## config.mk

```make
export PLATFORM = sky130hd
export DESIGN_NAME = ppt_pulse_train
export DESIGN_NICKNAME = d
export VERILOG_FILES = /design/src/ppt_pkg.sv /design/src/ppt_pulse_train.sv
export SDC_FILE = /design/constraint.sdc
export NUM_CORES = 1
export LEC_CHECK = 0
export BUFFER_PORTS_ARGS = -buffer_cell sky130_fd_sc_hd__buf_4
export CAP_MARGIN = 25
export CORE_UTILIZATION = 24
export DETAILED_ROUTE_END_ITERATION = 8
export PLACE_DENSITY = 0.44
export RECOVER_POWER = 50
export SLEW_MARGIN = 20
export SYNTH_ARGS = -nofsm -noshare
export SYNTH_HDL_FRONTEND = slang
export SYNTH_SLANG_ARGS = --single-unit
```

## constraint.sdc

```tcl
create_clock -name aclk -period 5 [get_ports aclk]
set_input_delay 0.25 -clock aclk [delete_from_list [all_inputs] [get_ports aclk]]
set_output_delay 0.25 -clock aclk [all_outputs]
set_load 0.005 [all_outputs]
```

## src/ppt_pkg.sv

```systemverilog
// shared constants, register map and types of the periodic pulse train generator
package ppt_pkg;
  // reference time base
  localparam int unsigned SYS_CLK_HZ   = 250_000_000;
  localparam int unsigned TEN_MEG_HZ   = 10_000_000;
  localparam int unsigned PRESCALE     = SYS_CLK_HZ / TEN_MEG_HZ;
  localparam logic [4:0]  PRESCALE_TOP = 5'(PRESCALE - 1);
  localparam int unsigned NUM_REFS     = 5;
  localparam logic [3:0]  DECADE_TOP   = 4'h9;
  // channel numbering over all chips
  localparam int unsigned NUM_CHIPS      = 6;
  localparam int unsigned CHANS_PER_CHIP = 3;
  localparam int unsigned NUM_CHANS      = NUM_CHIPS * CHANS_PER_CHIP;
  localparam int unsigned CHIP_STRIDE    = 4;
  localparam int unsigned STAGE_OFFSET   = 2;
  localparam int unsigned IDX_W          = 5;
  localparam logic [IDX_W-1:0] NUM_CHANS_C   = IDX_W'(NUM_CHANS);
  localparam logic [IDX_W-1:0] ONESHOT_BACK  = IDX_W'(STAGE_OFFSET);
  localparam logic [IDX_W-1:0] RATE_BACK     = IDX_W'(2 * STAGE_OFFSET);
  localparam logic [IDX_W-1:0] NEIGHBOR_BACK = IDX_W'(3 * STAGE_OFFSET);
  localparam int unsigned CNT_W          = 16;
  // register map
  localparam int unsigned REG_AW     = 8;
  localparam logic [7:0] ADDR_CTRL     = 8'h00;
  localparam logic [7:0] ADDR_SELECT   = 8'h04;
  localparam logic [7:0] ADDR_CLOCKS   = 8'h08;
  localparam logic [7:0] ADDR_PULSE    = 8'h0c;
  localparam logic [7:0] ADDR_PERIOD   = 8'h10;
  localparam logic [7:0] ADDR_DURATION = 8'h14;
  localparam logic [7:0] ADDR_RATE     = 8'h18;
  localparam logic [7:0] ADDR_STATUS   = 8'h1c;
  // field positions
  localparam int unsigned SEL_CHAN_LSB  = 8;
  localparam int unsigned CLK_DUR_LSB   = 4;
  localparam int unsigned CLK_RATE_LSB  = 8;
  localparam int unsigned FORM_BIT      = 16;
  localparam int unsigned GATE_LSB      = 16;
  localparam int unsigned ST_DUR_LSB    = 8;
  localparam int unsigned ST_RATE_LSB   = 16;
  localparam int unsigned ST_OUT_LSB    = 24;
  localparam int unsigned ST_ERR_BIT    = 27;
  localparam int unsigned ST_STATE_LSB  = 28;
  // clock source codes
  localparam logic [2:0] clk_sel_ten_meg   = 3'h1;
  localparam logic [2:0] clk_sel_one_meg   = 3'h2;
  localparam logic [2:0] clk_sel_hundred_k = 3'h3;
  localparam logic [2:0] clk_sel_ten_k     = 3'h4;
  localparam logic [2:0] clk_sel_one_k     = 3'h5;
  // rate gate source codes
  localparam logic [1:0] gate_tied_high     = 2'h0;
  localparam logic [1:0] gate_tied_low      = 2'h1;
  localparam logic [1:0] gate_external_pin  = 2'h2;
  localparam logic [1:0] gate_inverted_neighbor = 2'h3;
  // pulse forms
  localparam logic FORM_STROBE = 1'b0;
  localparam logic FORM_SQUARE = 1'b1;
  // bus answers
  localparam logic [1:0] RESP_OKAY   = 2'h0;
  localparam logic [1:0] RESP_SLVERR = 2'h2;

  typedef struct packed {
    logic             run;
    logic [4:0]       output_chip_select;
    logic [1:0]       output_channel_select;
    logic [2:0]       output_clock_select;
    logic [2:0]       duration_clock_select;
    logic [2:0]       rate_clock_select;
    logic [CNT_W-1:0] pulses_per_train;
    logic             pulse_form_select;
    logic [CNT_W-1:0] pulse_period;
    logic [CNT_W-1:0] train_duration;
    logic [CNT_W-1:0] repetition_rate;
    logic [1:0]       rate_gate_select;
  } ppt_cfg_t;

  localparam ppt_cfg_t CFG_RESET = '{run: 1'b0, output_chip_select: 5'h00,
    output_channel_select: 2'h0, output_clock_select: 3'h1, duration_clock_select: 3'h1,
    rate_clock_select: 3'h1, pulses_per_train: 16'h0001, pulse_form_select: 1'b0,
    pulse_period: 16'h0002, train_duration: 16'h0001, repetition_rate: 16'h0002,
    rate_gate_select: 2'h0};

  typedef enum logic [1:0] {
    PS_IDLE = 2'b00,
    PS_RUN  = 2'b01,
    PS_DONE = 2'b11
  } ppt_pstate_t;
endpackage

```

## src/ppt_pulse_train.sv

```systemverilog
// periodic pulse train generator: three timer channels behind an axi4-lite slave
// Functional notes
// - the pulse channel emits exactly the configured pulse count in every train; the code emits fewer if the one-shot ends before the last pulse
// - the duration channel is a retriggerable one-shot that sets train length
// - the rate channel is periodic and retriggers the one-shot once per period
// - one-shot sits two channels below pulse, rate two below one-shot
// - offsets use one index over all channels of all chips
// - an offset below the lowest chip wraps to the highest chip
// - inverted one-shot output gates the pulse channel
// - rate channel output gates the one-shot, not inverted
// - each channel picks 10 MHz, 1 MHz, 100 kHz, 10 kHz or 1 kHz by code 1..5
// - form 0 gives one-clock low pulses, form 1 low-going square pulses
// - rate gate: 0 high, 1 low, 2 external pin, 3 inverted neighbour output
// - train rate is the rate clock divided by an integer
//
// Design decisions made here: the placing of the registers and the AXI4-Lite slave port.
module ppt_pulse_train
  import ppt_pkg::*;
(
  // clock, reset, enable
  input  wire logic                 aclk,
  input  wire logic                 aresetn,
  input  wire logic                 ce,
  // axi4-lite write address and data
  input  wire logic [REG_AW-1:0]    s_axi_awaddr,
  input  wire logic                 s_axi_awvalid,
  output logic                      s_axi_awready,
  input  wire logic [31:0]          s_axi_wdata,
  input  wire logic [3:0]           s_axi_wstrb,
  input  wire logic                 s_axi_wvalid,
  output logic                      s_axi_wready,
  // axi4-lite write response
  output logic [1:0]                s_axi_bresp,
  output logic                      s_axi_bvalid,
  input  wire logic                 s_axi_bready,
  // axi4-lite read
  input  wire logic [REG_AW-1:0]    s_axi_araddr,
  input  wire logic                 s_axi_arvalid,
  output logic                      s_axi_arready,
  output logic [31:0]               s_axi_rdata,
  output logic [1:0]                s_axi_rresp,
  output logic                      s_axi_rvalid,
  input  wire logic                 s_axi_rready,
  // gate pins
  input  wire logic                 gate_ext_pin,
  input  wire logic [NUM_CHANS-1:0] neighbor_out,
  // timer outputs
  output logic                      pulse_out,
  output logic                      duration_out,
  output logic                      rate_out,
  output logic [NUM_CHANS-1:0]      chan_out
);

  ppt_cfg_t             cfg_q;
  ppt_pstate_t          pstate_q;
  logic [4:0]           pre_cnt_q;
  logic [NUM_REFS-1:0]  tick;
  logic [CNT_W-1:0]     rate_cnt_q;
  logic [CNT_W-1:0]     dur_cnt_q;
  logic [CNT_W-1:0]     phase_q;
  logic [CNT_W-1:0]     emitted_q;
  logic                 rate_out_q;
  logic                 rate_prev_q;
  logic                 dur_out_q;
  logic                 pgate_prev_q;
  logic                 pulse_out_q;
  logic [NUM_CHANS-1:0] chan_out_q;
  logic                 aw_have_q;
  logic                 w_have_q;
  logic [REG_AW-1:0]    aw_addr_q;
  logic [31:0]          w_data_q;
  logic [3:0]           w_strb_q;
  logic                 bvalid_q;
  logic [1:0]           bresp_q;
  logic                 rvalid_q;
  logic [31:0]          rdata_q;
  logic [1:0]           rresp_q;

  // ---- channel index resolution
  function automatic logic [IDX_W-1:0] idx_back(input logic [IDX_W-1:0] i,
                                                input logic [IDX_W-1:0] k);
    if (i >= k) begin
      return i - k;
    end
    return i + NUM_CHANS_C - k;
  endfunction

  logic [2:0]       chip_num;
  logic             sel_err;
  logic [IDX_W-1:0] pulse_idx;
  logic [IDX_W-1:0] dur_idx;
  logic [IDX_W-1:0] rate_idx;
  logic [IDX_W-1:0] nbr_idx;
  logic             active;

  assign chip_num  = 3'(cfg_q.output_chip_select / CHIP_STRIDE);
  // bad selections stop the generator rather than driving some odd channel
  assign sel_err   = (5'(cfg_q.output_chip_select % CHIP_STRIDE) != 5'h00)
                   || (32'(chip_num) >= NUM_CHIPS)
                   || (32'(cfg_q.output_channel_select) >= CHANS_PER_CHIP);
  assign pulse_idx = IDX_W'(32'(chip_num) * CHANS_PER_CHIP
                   + 32'(cfg_q.output_channel_select));
  assign dur_idx   = idx_back(pulse_idx, ONESHOT_BACK);
  assign rate_idx  = idx_back(pulse_idx, RATE_BACK);
  assign nbr_idx   = idx_back(pulse_idx, NEIGHBOR_BACK);
  assign active    = cfg_q.run && !sel_err;

  // ---- reference clock enables
  always_ff @(posedge aclk) begin
    if (!aresetn) begin
      pre_cnt_q <= 5'h00;
    end else if (ce) begin
      pre_cnt_q <= (pre_cnt_q == PRESCALE_TOP) ? 5'h00 : pre_cnt_q + 5'h01;
    end
  end

  assign tick[0] = ce && (pre_cnt_q == PRESCALE_TOP);

  genvar g;
  generate
    for (g = 1; g < NUM_REFS; g++) begin : g_decade
      logic [3:0] dec_q;
      always_ff @(posedge aclk) begin
        if (!aresetn) begin
          dec_q <= 4'h0;
        end else if (tick[g-1]) begin
          dec_q <= (dec_q == DECADE_TOP) ? 4'h0 : dec_q + 4'h1;
        end
      end
      assign tick[g] = tick[g-1] && (dec_q == DECADE_TOP);
    end
  endgenerate

  // unknown codes (incl. -1) give no ticks: automatic choice is the host's job
  function automatic logic ref_tick(input logic [2:0] code, input logic [NUM_REFS-1:0] t);
    case (code)
      clk_sel_ten_meg:   return t[0];
      clk_sel_one_meg:   return t[1];
      clk_sel_hundred_k: return t[2];
      clk_sel_ten_k:     return t[3];
      clk_sel_one_k:     return t[4];
      default:           return 1'b0;
    endcase
  endfunction

  logic out_tick;
  logic dur_tick;
  logic rate_tick;
  logic rate_gate;

  assign out_tick  = ref_tick(cfg_q.output_clock_select, tick);
  assign dur_tick  = ref_tick(cfg_q.duration_clock_select, tick);
  assign rate_tick = ref_tick(cfg_q.rate_clock_select, tick);

  always_comb begin
    case (cfg_q.rate_gate_select)
      gate_tied_high:         rate_gate = 1'b1;
      gate_tied_low:          rate_gate = 1'b0;
      gate_external_pin:      rate_gate = gate_ext_pin;
      gate_inverted_neighbor: rate_gate = !neighbor_out[nbr_idx];
      default:                rate_gate = 1'b0;
    endcase
  end

  // ---- rate channel: low for one rate tick every repetition_rate ticks
  always_ff @(posedge aclk) begin
    if (!aresetn) begin
      rate_cnt_q <= CFG_RESET.repetition_rate;
      rate_out_q <= 1'b1;
    end else if (ce) begin
      if (!active) begin
        rate_cnt_q <= cfg_q.repetition_rate;
        rate_out_q <= 1'b1;
      end else if (!rate_gate) begin
        rate_out_q <= 1'b1;
      end else if (rate_tick) begin
        if (rate_cnt_q <= 16'h0001) begin
          rate_cnt_q <= cfg_q.repetition_rate;
          rate_out_q <= 1'b0;
        end else begin
          rate_cnt_q <= rate_cnt_q - 16'h0001;
          rate_out_q <= 1'b1;
        end
      end
    end
  end

  // ---- one-shot: gate is the rate output, low while active
  logic dur_trig;
  assign dur_trig = rate_out_q && !rate_prev_q;

  always_ff @(posedge aclk) begin
    if (!aresetn) begin
      rate_prev_q <= 1'b1;
      dur_cnt_q   <= CFG_RESET.train_duration;
      dur_out_q   <= 1'b1;
    end else if (ce) begin
      rate_prev_q <= rate_out_q;
      if (!active) begin
        dur_out_q <= 1'b1;
      end else if (dur_trig) begin
        dur_cnt_q <= cfg_q.train_duration;
        dur_out_q <= 1'b0;
      end else if (!dur_out_q && rate_out_q && dur_tick) begin
        if (dur_cnt_q <= 16'h0001) begin
          dur_out_q <= 1'b1;
        end else begin
          dur_cnt_q <= dur_cnt_q - 16'h0001;
        end
      end
    end
  end

  // ---- pulse channel
  logic             pulse_gate;
  logic             pulse_rise;
  logic [CNT_W-1:0] eff_period;
  logic [CNT_W-1:0] last_phase;
  logic             low_phase;

  assign pulse_gate = active && !dur_out_q;
  assign pulse_rise = pulse_gate && !pgate_prev_q;
  // a period below two would merge pulses into a steady low
  assign eff_period = (cfg_q.pulse_period < 16'h0002) ? 16'h0002 : cfg_q.pulse_period;
  assign last_phase = eff_period - 16'h0001;
  assign low_phase  = (cfg_q.pulse_form_select == FORM_STROBE)
                    ? (phase_q == last_phase)
                    : (phase_q >= (eff_period >> 1));

  always_ff @(posedge aclk) begin
    if (!aresetn) begin
      pgate_prev_q <= 1'b0;
      pstate_q     <= PS_IDLE;
      phase_q      <= '0;
      emitted_q    <= '0;
    end else if (ce) begin
      pgate_prev_q <= pulse_gate;
      if (!active) begin
        pstate_q <= PS_IDLE;
      end else if (pulse_rise) begin
        phase_q   <= '0;
        emitted_q <= '0;
        pstate_q  <= (cfg_q.pulses_per_train == '0) ? PS_DONE : PS_RUN;
      end else begin
        case (pstate_q)
          PS_RUN: begin
            if (pulse_gate && out_tick) begin
              if (phase_q == last_phase) begin
                phase_q   <= '0;
                emitted_q <= emitted_q + 16'h0001;
                if (emitted_q + 16'h0001 == cfg_q.pulses_per_train) begin
                  pstate_q <= PS_DONE;
                end
              end else begin
                phase_q <= phase_q + 16'h0001;
              end
            end
          end
          PS_IDLE: pstate_q <= PS_IDLE;
          PS_DONE: pstate_q <= PS_DONE;
          default: pstate_q <= PS_IDLE;
        endcase
      end
    end
  end

  always_ff @(posedge aclk) begin
    if (!aresetn) begin
      pulse_out_q <= 1'b1;
    end else if (ce) begin
      pulse_out_q <= !(pstate_q == PS_RUN && pulse_gate && low_phase);
    end
  end

  // ---- channel pins at their resolved positions; unused channels idle high
  generate
    for (g = 0; g < NUM_CHANS; g++) begin : g_pin
      always_ff @(posedge aclk) begin
        if (!aresetn) begin
          chan_out_q[g] <= 1'b1;
        end else if (ce) begin
          if (!active) begin
            chan_out_q[g] <= 1'b1;
          end else if (pulse_idx == IDX_W'(g)) begin
            chan_out_q[g] <= pulse_out_q;
          end else if (dur_idx == IDX_W'(g)) begin
            chan_out_q[g] <= dur_out_q;
          end else if (rate_idx == IDX_W'(g)) begin
            chan_out_q[g] <= rate_out_q;
          end else begin
            chan_out_q[g] <= 1'b1;
          end
        end
      end
    end
  endgenerate

  assign pulse_out    = pulse_out_q;
  assign duration_out = dur_out_q;
  assign rate_out     = rate_out_q;
  assign chan_out     = chan_out_q;

  // ---- register image
  logic [31:0] status_word;
  always_comb begin
    status_word = '0;
    status_word[IDX_W-1:0] = pulse_idx;
    status_word[ST_DUR_LSB +: IDX_W] = dur_idx;
    status_word[ST_RATE_LSB +: IDX_W] = rate_idx;
    status_word[ST_OUT_LSB +: 3] = {rate_out_q, dur_out_q, pulse_out_q};
    status_word[ST_ERR_BIT] = sel_err;
    status_word[ST_STATE_LSB +: 2] = pstate_q;
  end

  function automatic logic [31:0] reg_image(input logic [REG_AW-1:0] a, input ppt_cfg_t c,
                                            input logic [31:0] st);
    logic [31:0] v;
    v = '0;
    case (a)
      ADDR_CTRL:     v[0] = c.run;
      ADDR_SELECT: begin
        v[4:0] = c.output_chip_select;
        v[SEL_CHAN_LSB +: 2] = c.output_channel_select;
      end
      ADDR_CLOCKS: begin
        v[2:0] = c.output_clock_select;
        v[CLK_DUR_LSB +: 3] = c.duration_clock_select;
        v[CLK_RATE_LSB +: 3] = c.rate_clock_select;
      end
      ADDR_PULSE: begin
        v[CNT_W-1:0] = c.pulses_per_train;
        v[FORM_BIT] = c.pulse_form_select;
      end
      ADDR_PERIOD:   v[CNT_W-1:0] = c.pulse_period;
      ADDR_DURATION: v[CNT_W-1:0] = c.train_duration;
      ADDR_RATE: begin
        v[CNT_W-1:0] = c.repetition_rate;
        v[GATE_LSB +: 2] = c.rate_gate_select;
      end
      ADDR_STATUS:   v = st;
      default:       v = '0;
    endcase
    return v;
  endfunction

  function automatic logic mapped(input logic [REG_AW-1:0] a);
    return (a[1:0] == 2'h0) && (a <= ADDR_STATUS);
  endfunction

  // ---- axi4-lite write path: address and data taken in either order
  logic        wr_fire;
  logic [31:0] wmask;
  logic [31:0] wmerged;

  // readies drop with ce so no handshake is lost while frozen
  assign s_axi_awready = ce && !aw_have_q && !bvalid_q;
  assign s_axi_wready  = ce && !w_have_q && !bvalid_q;
  assign wr_fire       = aw_have_q && w_have_q && !bvalid_q;

  always_comb begin
    for (int b = 0; b < 4; b++) begin
      wmask[8*b +: 8] = {8{w_strb_q[b]}};
    end
  end
  assign wmerged = (reg_image(aw_addr_q, cfg_q, status_word) & ~wmask) | (w_data_q & wmask);

  always_ff @(posedge aclk) begin
    if (!aresetn) begin
      aw_have_q <= 1'b0;
      w_have_q  <= 1'b0;
      aw_addr_q <= '0;
      w_data_q  <= '0;
      w_strb_q  <= '0;
      bvalid_q  <= 1'b0;
      bresp_q   <= RESP_OKAY;
    end else if (ce) begin
      if (s_axi_awvalid && s_axi_awready) begin
        aw_have_q <= 1'b1;
        aw_addr_q <= s_axi_awaddr;
      end
      if (s_axi_wvalid && s_axi_wready) begin
        w_have_q <= 1'b1;
        w_data_q <= s_axi_wdata;
        w_strb_q <= s_axi_wstrb;
      end
      if (wr_fire) begin
        aw_have_q <= 1'b0;
        w_have_q  <= 1'b0;
        bvalid_q  <= 1'b1;
        bresp_q   <= mapped(aw_addr_q) ? RESP_OKAY : RESP_SLVERR;
      end else if (bvalid_q && s_axi_bready) begin
        bvalid_q <= 1'b0;
      end
    end
  end

  // configuration takes effect at once; counters pick it up on next reload
  always_ff @(posedge aclk) begin
    if (!aresetn) begin
      cfg_q <= CFG_RESET;
    end else if (ce && wr_fire) begin
      case (aw_addr_q)
        ADDR_CTRL:     cfg_q.run <= wmerged[0];
        ADDR_SELECT: begin
          cfg_q.output_chip_select    <= wmerged[4:0];
          cfg_q.output_channel_select <= wmerged[SEL_CHAN_LSB +: 2];
        end
        ADDR_CLOCKS: begin
          cfg_q.output_clock_select   <= wmerged[2:0];
          cfg_q.duration_clock_select <= wmerged[CLK_DUR_LSB +: 3];
          cfg_q.rate_clock_select     <= wmerged[CLK_RATE_LSB +: 3];
        end
        ADDR_PULSE: begin
          cfg_q.pulses_per_train  <= wmerged[CNT_W-1:0];
          cfg_q.pulse_form_select <= wmerged[FORM_BIT];
        end
        ADDR_PERIOD:   cfg_q.pulse_period <= wmerged[CNT_W-1:0];
        ADDR_DURATION: cfg_q.train_duration <= wmerged[CNT_W-1:0];
        ADDR_RATE: begin
          cfg_q.repetition_rate  <= wmerged[CNT_W-1:0];
          cfg_q.rate_gate_select <= wmerged[GATE_LSB +: 2];
        end
        default:       cfg_q <= cfg_q;
      endcase
    end
  end

  assign s_axi_bvalid = bvalid_q;
  assign s_axi_bresp  = bresp_q;

  // ---- axi4-lite read path
  assign s_axi_arready = ce && !rvalid_q;

  always_ff @(posedge aclk) begin
    if (!aresetn) begin
      rvalid_q <= 1'b0;
      rdata_q  <= '0;
      rresp_q  <= RESP_OKAY;
    end else if (ce) begin
      if (s_axi_arvalid && s_axi_arready) begin
        rvalid_q <= 1'b1;
        rdata_q  <= reg_image(s_axi_araddr, cfg_q, status_word);
        rresp_q  <= mapped(s_axi_araddr) ? RESP_OKAY : RESP_SLVERR;
      end else if (rvalid_q && s_axi_rready) begin
        rvalid_q <= 1'b0;
      end
    end
  end

  assign s_axi_rvalid = rvalid_q;
  assign s_axi_rdata  = rdata_q;
  assign s_axi_rresp  = rresp_q;

endmodule

```

==> results_dict.tcl, run 1 <==
set metrics [dict create \
    synth_top_flop_cell "dfxtp_1" \
    ff2ff_path_depth 17 \
    violations "capacitance limit, slew limit" \
    wl_um 63300 \
    cts_sinks 256 \
    fmax_ghz 0.213 \
    die_w_um 255 \
    worstMarginPinSlew_ps 2980 \
    io_buffer_count 118 \
    drc 0 \
    fin_ws_ps 312 \
    coreArea_um2 63300 \
    pre_cts_ws_ps 391 \
    maxCapViolations 2 \
    clkLatencyLatePin_ps 560 \
    min_path_type "in -> reg" \
    syn_area_um2 15400 \
    ys_types 89 \
    first_pass_iters 5 \
    power.leakage_nw 6.55 \
    drt-initial-drc-count 1434 \
    crit_fanout 14 \
    peakVddDrop_uv 250 \
    finalHoldViolations 0 \
    cts_buffers 35 \
    placed_cell_area_um2 17200 \
    die_h_um 255 \
    cts.path.max_buffers 3 \
    drive_gt1_share_pct 12.2 \
    via_count 15612 \
    syn_to_final_growth_pct 20.9 \
    gr-total-overflow 0 \
    avgViaCountPerCell 5.22 \
    synthCells 2012 \
    wl_per_cell_um 21.2 \
    clk_pin_slew_ps 60 \
    holdPathStages 4 \
    slew_headroom_pct -98.3 \
    grt_pass1_wl_um 94700 \
    antenna_found_initial 3 \
    finalCriticalPeriod_ps 4690 \
    finalPower_mw 5.04 \
    fp-row-count 92 \
    final_area_um2 18600 \
    cp.required_ps 5440 \
    grt_usage_pct 18.9 \
    fillers 6854 \
    yosys_warnings 0 \
    finalCritPeriodShare_pct 93.8 \
    worstSetupPathType "reg -> reg" \
    setup_viol 0 \
    ctsHtreeMaxLevel 2 \
    synthTopCellsByCount "nand2_1 (308), dfxtp_1 (256), nor2_1 (225)" \
    powerDensity_nw_per_um2 270 \
    detailed_place_hpwl_um 46400 \
    seqCellArea_um2 5130 \
    start_util_pct 24.3 \
    multi_input_area_um2 9560 \
    ctsHoldBuffers 31 \
    ys_seq_elements 256 \
    post_cts_buffers 0 \
    fin_skew_ps 31.4 \
    die-area_um2 65200 \
    nNetsFinal 2240 \
    cts_tree "built" \
    antenna_left 0 \
    cts_root_buf "clkbuf_16" \
    critPathLaunchType "register" \
    grt_setup_unrepaired "false" \
    slew_violations 126 \
    grt_max_degree 90 \
    yosysMostFrequentCell "nand2_1" \
    synth-seq-area-share_pct 33.3 \
    synth_area_per_cell_um2 7.66 \
    cts_resized 0 \
    yosys-top-cells-area "dfxtp_1 (33%), nand2_1 (7.5%), nor2_1 (5.5%)" \
    synth-edff-count 0 \
    async_reset_ff_share_pct 0 \
    tns_ps 0 \
    io_pins 141 \
    synth_top_area_share_pct 33.3 \
    netlist.top_cell.by_area "dfxtp_1" \
    grt_pass1_vias 14849 \
    endpoint_kind "register" \
    gp_congestion 0.955 \
    outcome "finished, violations left" \
    worstPathArrival_ps 5130 \
]
## report_power, final
part	total (mW)	switching, mW	leakage, nW	internal, mW
registers	2.10	0.0313	2.07	2.06
logic	0.315	0.194	3.90	0.122
clock network	2.62	1.03	0.587	1.59
## area by class of cell
cell class	instances	share of cell area (%)
repair buffers	195	7.92
diodes	1	0.0134
multi-input cells	1573	51.3
well taps	846	5.68
clock inverters	15	0.974
flip-flops and latches	256	27.5
clock buffers	49	5.47
inverters	56	1.13
## registers in the layout, indices dropped and copies added (netlist names), 8 cells and up
register	count
phase_q	16
w_data_q	18
aw_addr_q	8
rate_cnt_q	16
emitted_q	16
s_axi_rdata	27
dur_cnt_q	16
chan_out	18
cfg_q	84
g_decade.dec_q	16
## metal layers
metal	up-vias	global-route usage, %	part of all wire [%]
met4	0	7.23	3.5
met1	7464	26.1	46
met3	92	4.03	7.3
li1	7477	-	-
met5	-	0	0
met2	579	28.7	43
## layout by cell type, fill, tap and decap left out, types with 24 or more instances in the layout
master / synthesis / layout
nand2_1: 308 / 308
dfxtp_1: 256 / 255
nor2_1: 225 / 224
a21oi_1: 159 / 159
buf_4: 10 / 102
o21ai_0: 90 / 89
nand3_1: 79 / 79
inv_1: 54 / 55
nor3_1: 56 / 55
mux2i_1: 45 / 45
xnor2_1: 44 / 44
ha_1: 42 / 42
clkbuf_4: 0 / 42
a211oi_1: 40 / 40
clkbuf_16: 0 / 36
dlygate4sd3_1: 0 / 31
a31oi_1: 30 / 30
nand2b_1: 29 / 29
a22oi_1: 28 / 28
xor2_1: 26 / 26
nor4_1: 25 / 25
and3_1: 24 / 24
o211ai_1: 24 / 24
## critical path, cell delays in order (launching register included)
cell	delay [ps]
dfxtp_1	400
inv_1	120
fa_1	490
inv_1	70
ha_1	200
inv_1	70
fa_1	490
inv_1	60
ha_1	290
or4b_1	540
o21ai_2	270
mux2_2	380
mux2i_1	200
nand3_1	110
a21oi_1	170
buf_4	230
mux2_2	350
a21oi_1	130
## per-stage QoR
step / instances / hold slack [ps] / utilization, %
2_1_floorplan: 2018 / 386 / -
3_3_place_gp: 2892 / 443 / 27.1
3_5_place_dp: 2892 / 449 / 27.1
4_1_cts: 2987 / 146 / 29.5
5_1_grt: 2990 / 218 / 29.4
6_report: 2991 / 172 / 29.4
## kinds of logic after synthesis
kind of cell             Yosys count  share of synthesized area (%)
AO/OA/AOI/OAI                    526                           22.5
XOR/XNOR                          71                           4.08
adder cells (fa/ha/maj)           44                           3.67
buffers and inverters            189                           5.02
flip-flops                       256                           33.3
multiplexers                      71                           5.77
other                              1                         0.0243
AND/OR/NAND/NOR                  854                           25.7
## worst paths after layout
path | to | startpoint | slack [ps]
min reg2reg | s_axi_rdata[26] | s_axi_rdata[26] | 450
min | aw_addr_q[2] | s_axi_awvalid | 170
max reg2reg | rate_cnt_q[2] | cfg_q[77] | 310
max | rate_cnt_q[2] | cfg_q[77] | 310
(Power assumes the default switching activity.)
==> run 2: changes to the inputs <==
- REMOVE_ABC_BUFFERS: unset -> 1
==> run 2 against run 1 <==
  * The flow still finishes with violations (capacitance limit, slew limit)
  * Hold slack about the same
  * Setup slack worse by 6.5 ps
  * Power down 1.5%
  * Largest power group unchanged
  * Wire length down 3.9%
  * Non-clock buffer count down 1
  * Clock skew up 0.70 ps
  * Utilization down 0.085 points
  * Final cell count down 0.20%
  * Maximum frequency down 0.14%
  * Critical path type unchanged
  * Die area unchanged
==> results_dict.tcl, run 2 (same netlist as run 1, synthesis figures left out) <==
set metrics [dict create \
    outcome "finished, violations left" \
    violations "capacitance limit, slew limit" \
    critPathLaunchType "register" \
    maxCapViolations 2 \
    start_util_pct 24.3 \
    coreArea_um2 63300 \
    gp_congestion 0.929 \
    slew_violations 173 \
    drive_gt1_share_pct 11.9 \
    peakVddDrop_uv 183 \
    grt_max_degree 103 \
    n_antenna_cell 0 \
    first_pass_iters 6 \
    worstPathArrival_ps 5120 \
    finalHoldViolations 0 \
    holdPathStages 4 \
    die_w_um 255 \
    ctsHtreeMaxLevel 2 \
    grt_pass1_wl_um 91500 \
    cts.path.max_buffers 3 \
    mostFrequentLayoutCell "nand2_1" \
    min_path_type "in -> reg" \
    cts_tree "built" \
    grt_pass1_vias 14437 \
    clkLatencyLatePin_ps 550 \
    fin_skew_ps 32.1 \
    via_count 15474 \
    tns_ps 0 \
    wl_um 60800 \
    grt_usage_pct 18.1 \
    clk_pin_slew_ps 60 \
    fillers 6897 \
    power.leakage_nw 6.52 \
    crit_fanout 14 \
    cts_resized 0 \
    grt_setup_unrepaired "false" \
    gr-total-overflow 0 \
    regMostFlops "cfg_q" \
    die_h_um 255 \
    setup_viol 0 \
    slew_headroom_pct -32.4 \
    endpoint_kind "register" \
    antenna_found_initial 0 \
    avgViaCountPerCell 5.18 \
    cts_sinks 256 \
    final_area_um2 18600 \
    worstSetupPathType "reg -> reg" \
    wl_per_cell_um 20.4 \
    powerDensity_nw_per_um2 267 \
    drt-initial-drc-count 1497 \
    detailed_place_hpwl_um 45200 \
    cts_root_buf "clkbuf_16" \
    nNetsFinal 2238 \
    die-area_um2 65200 \
    fmax_ghz 0.213 \
    layout_common_cells "nand2_1 (308), dfxtp_1 (256), nor2_1 (225)" \
    finalCriticalPeriod_ps 4690 \
    antenna_left 0 \
    cp.required_ps 5430 \
    io_pins 141 \
    largest_reg_flops 84 \
    fp-row-count 92 \
    cts_buffers 34 \
    syn_to_final_growth_pct 20.5 \
    placed_cell_area_um2 17200 \
    io_buffer_count 118 \
    worstMarginPinSlew_ps 1990 \
    finalCritPeriodShare_pct 93.9 \
    drc 0 \
    ff2ff_path_depth 16 \
]
-- run 2: cell types whose count changed in the layout (fill, tap and decap cells not counted), sizes merged --
cell,before,now
buf,104,101
clkbuf,109,113
clkinv,9,4
clkinvlp,2,3
diode,1,0
inv,57,55
-- run 2: path summary, 6_finish.rpt --
check	from	endpoint	slack, ps
min reg2reg	s_axi_rdata[29]	s_axi_rdata[29]	450
max reg2reg	cfg_q[77]	chan_out[15]	310
min	s_axi_awvalid	aw_addr_q[6]	170
max	cfg_q[77]	chan_out[15]	310
-- run 2: layer usage --
layer / share of wire, % / wire length [um] / GRT usage (%)
met1: 48 / 29300 / 26.0
met2: 43 / 26300 / 27.8
met3: 6.1 / 3730 / 2.54
met4: 2.4 / 1480 / 5.61
met5: 0 / 0 / 0
-- run 2: stage by stage --
| stage | util (%) | setup WS [ps] | total power, mW | std cells | hold WS (ps) |
|---|---|---|---|---|---|
| floorplan | - | -494 | 2.26 | 1885 | 312 |
| global placement | 27.1 | 452 | 2.44 | 2893 | 443 |
| detailed placement | 27.1 | 387 | 2.44 | 2893 | 446 |
| CTS | 29.4 | 373 | 5.02 | 2984 | 142 |
| global route | 29.3 | 26.4 | 5.12 | 2985 | 190 |
| finish | 29.3 | 305 | 4.96 | 2985 | 172 |
-- run 2: layout make-up --
cell class / count / area, um^2 / area share, %
Sequential cell: 256 / 5120 / 27.6
Timing Repair Buffer: 194 / 1470 / 7.92
Multi-Input combinational cell: 1573 / 9560 / 51.4
Tap cell: 846 / 1060 / 5.70
Inverter: 56 / 214 / 1.15
Clock buffer: 51 / 1030 / 5.52
Clock inverter: 9 / 129 / 0.694
-- run 2: report_power, final --
group	leakage, nW	total [mW]	internal, mW	switching [mW]
Clock	0.563	2.55	1.57	0.974
Sequential	2.07	2.10	2.06	0.0327
Combinational	3.89	0.318	0.122	0.196
-- run 2: what timing repair did --
action | CTS | global route
endpoints found under the hold margin | 31 | 0
setup buffers | 0 | 0
setup endpoints to repair | 0 | 0
hold buffers | 31 | 0
-- run 2: critical path, cell delays in order, from the launching register on --
cell,delay (ps)
dfxtp_1,390
inv_1,100
fa_1,470
inv_1,70
ha_1,180
inv_1,60
fa_1,490
inv_1,60
ha_1,660
inv_1,190
ha_1,240
xnor2_1,140
and4_1,220
o31a_1,270
nor4b_1,560
a311oi_1,120
o32a_1,350
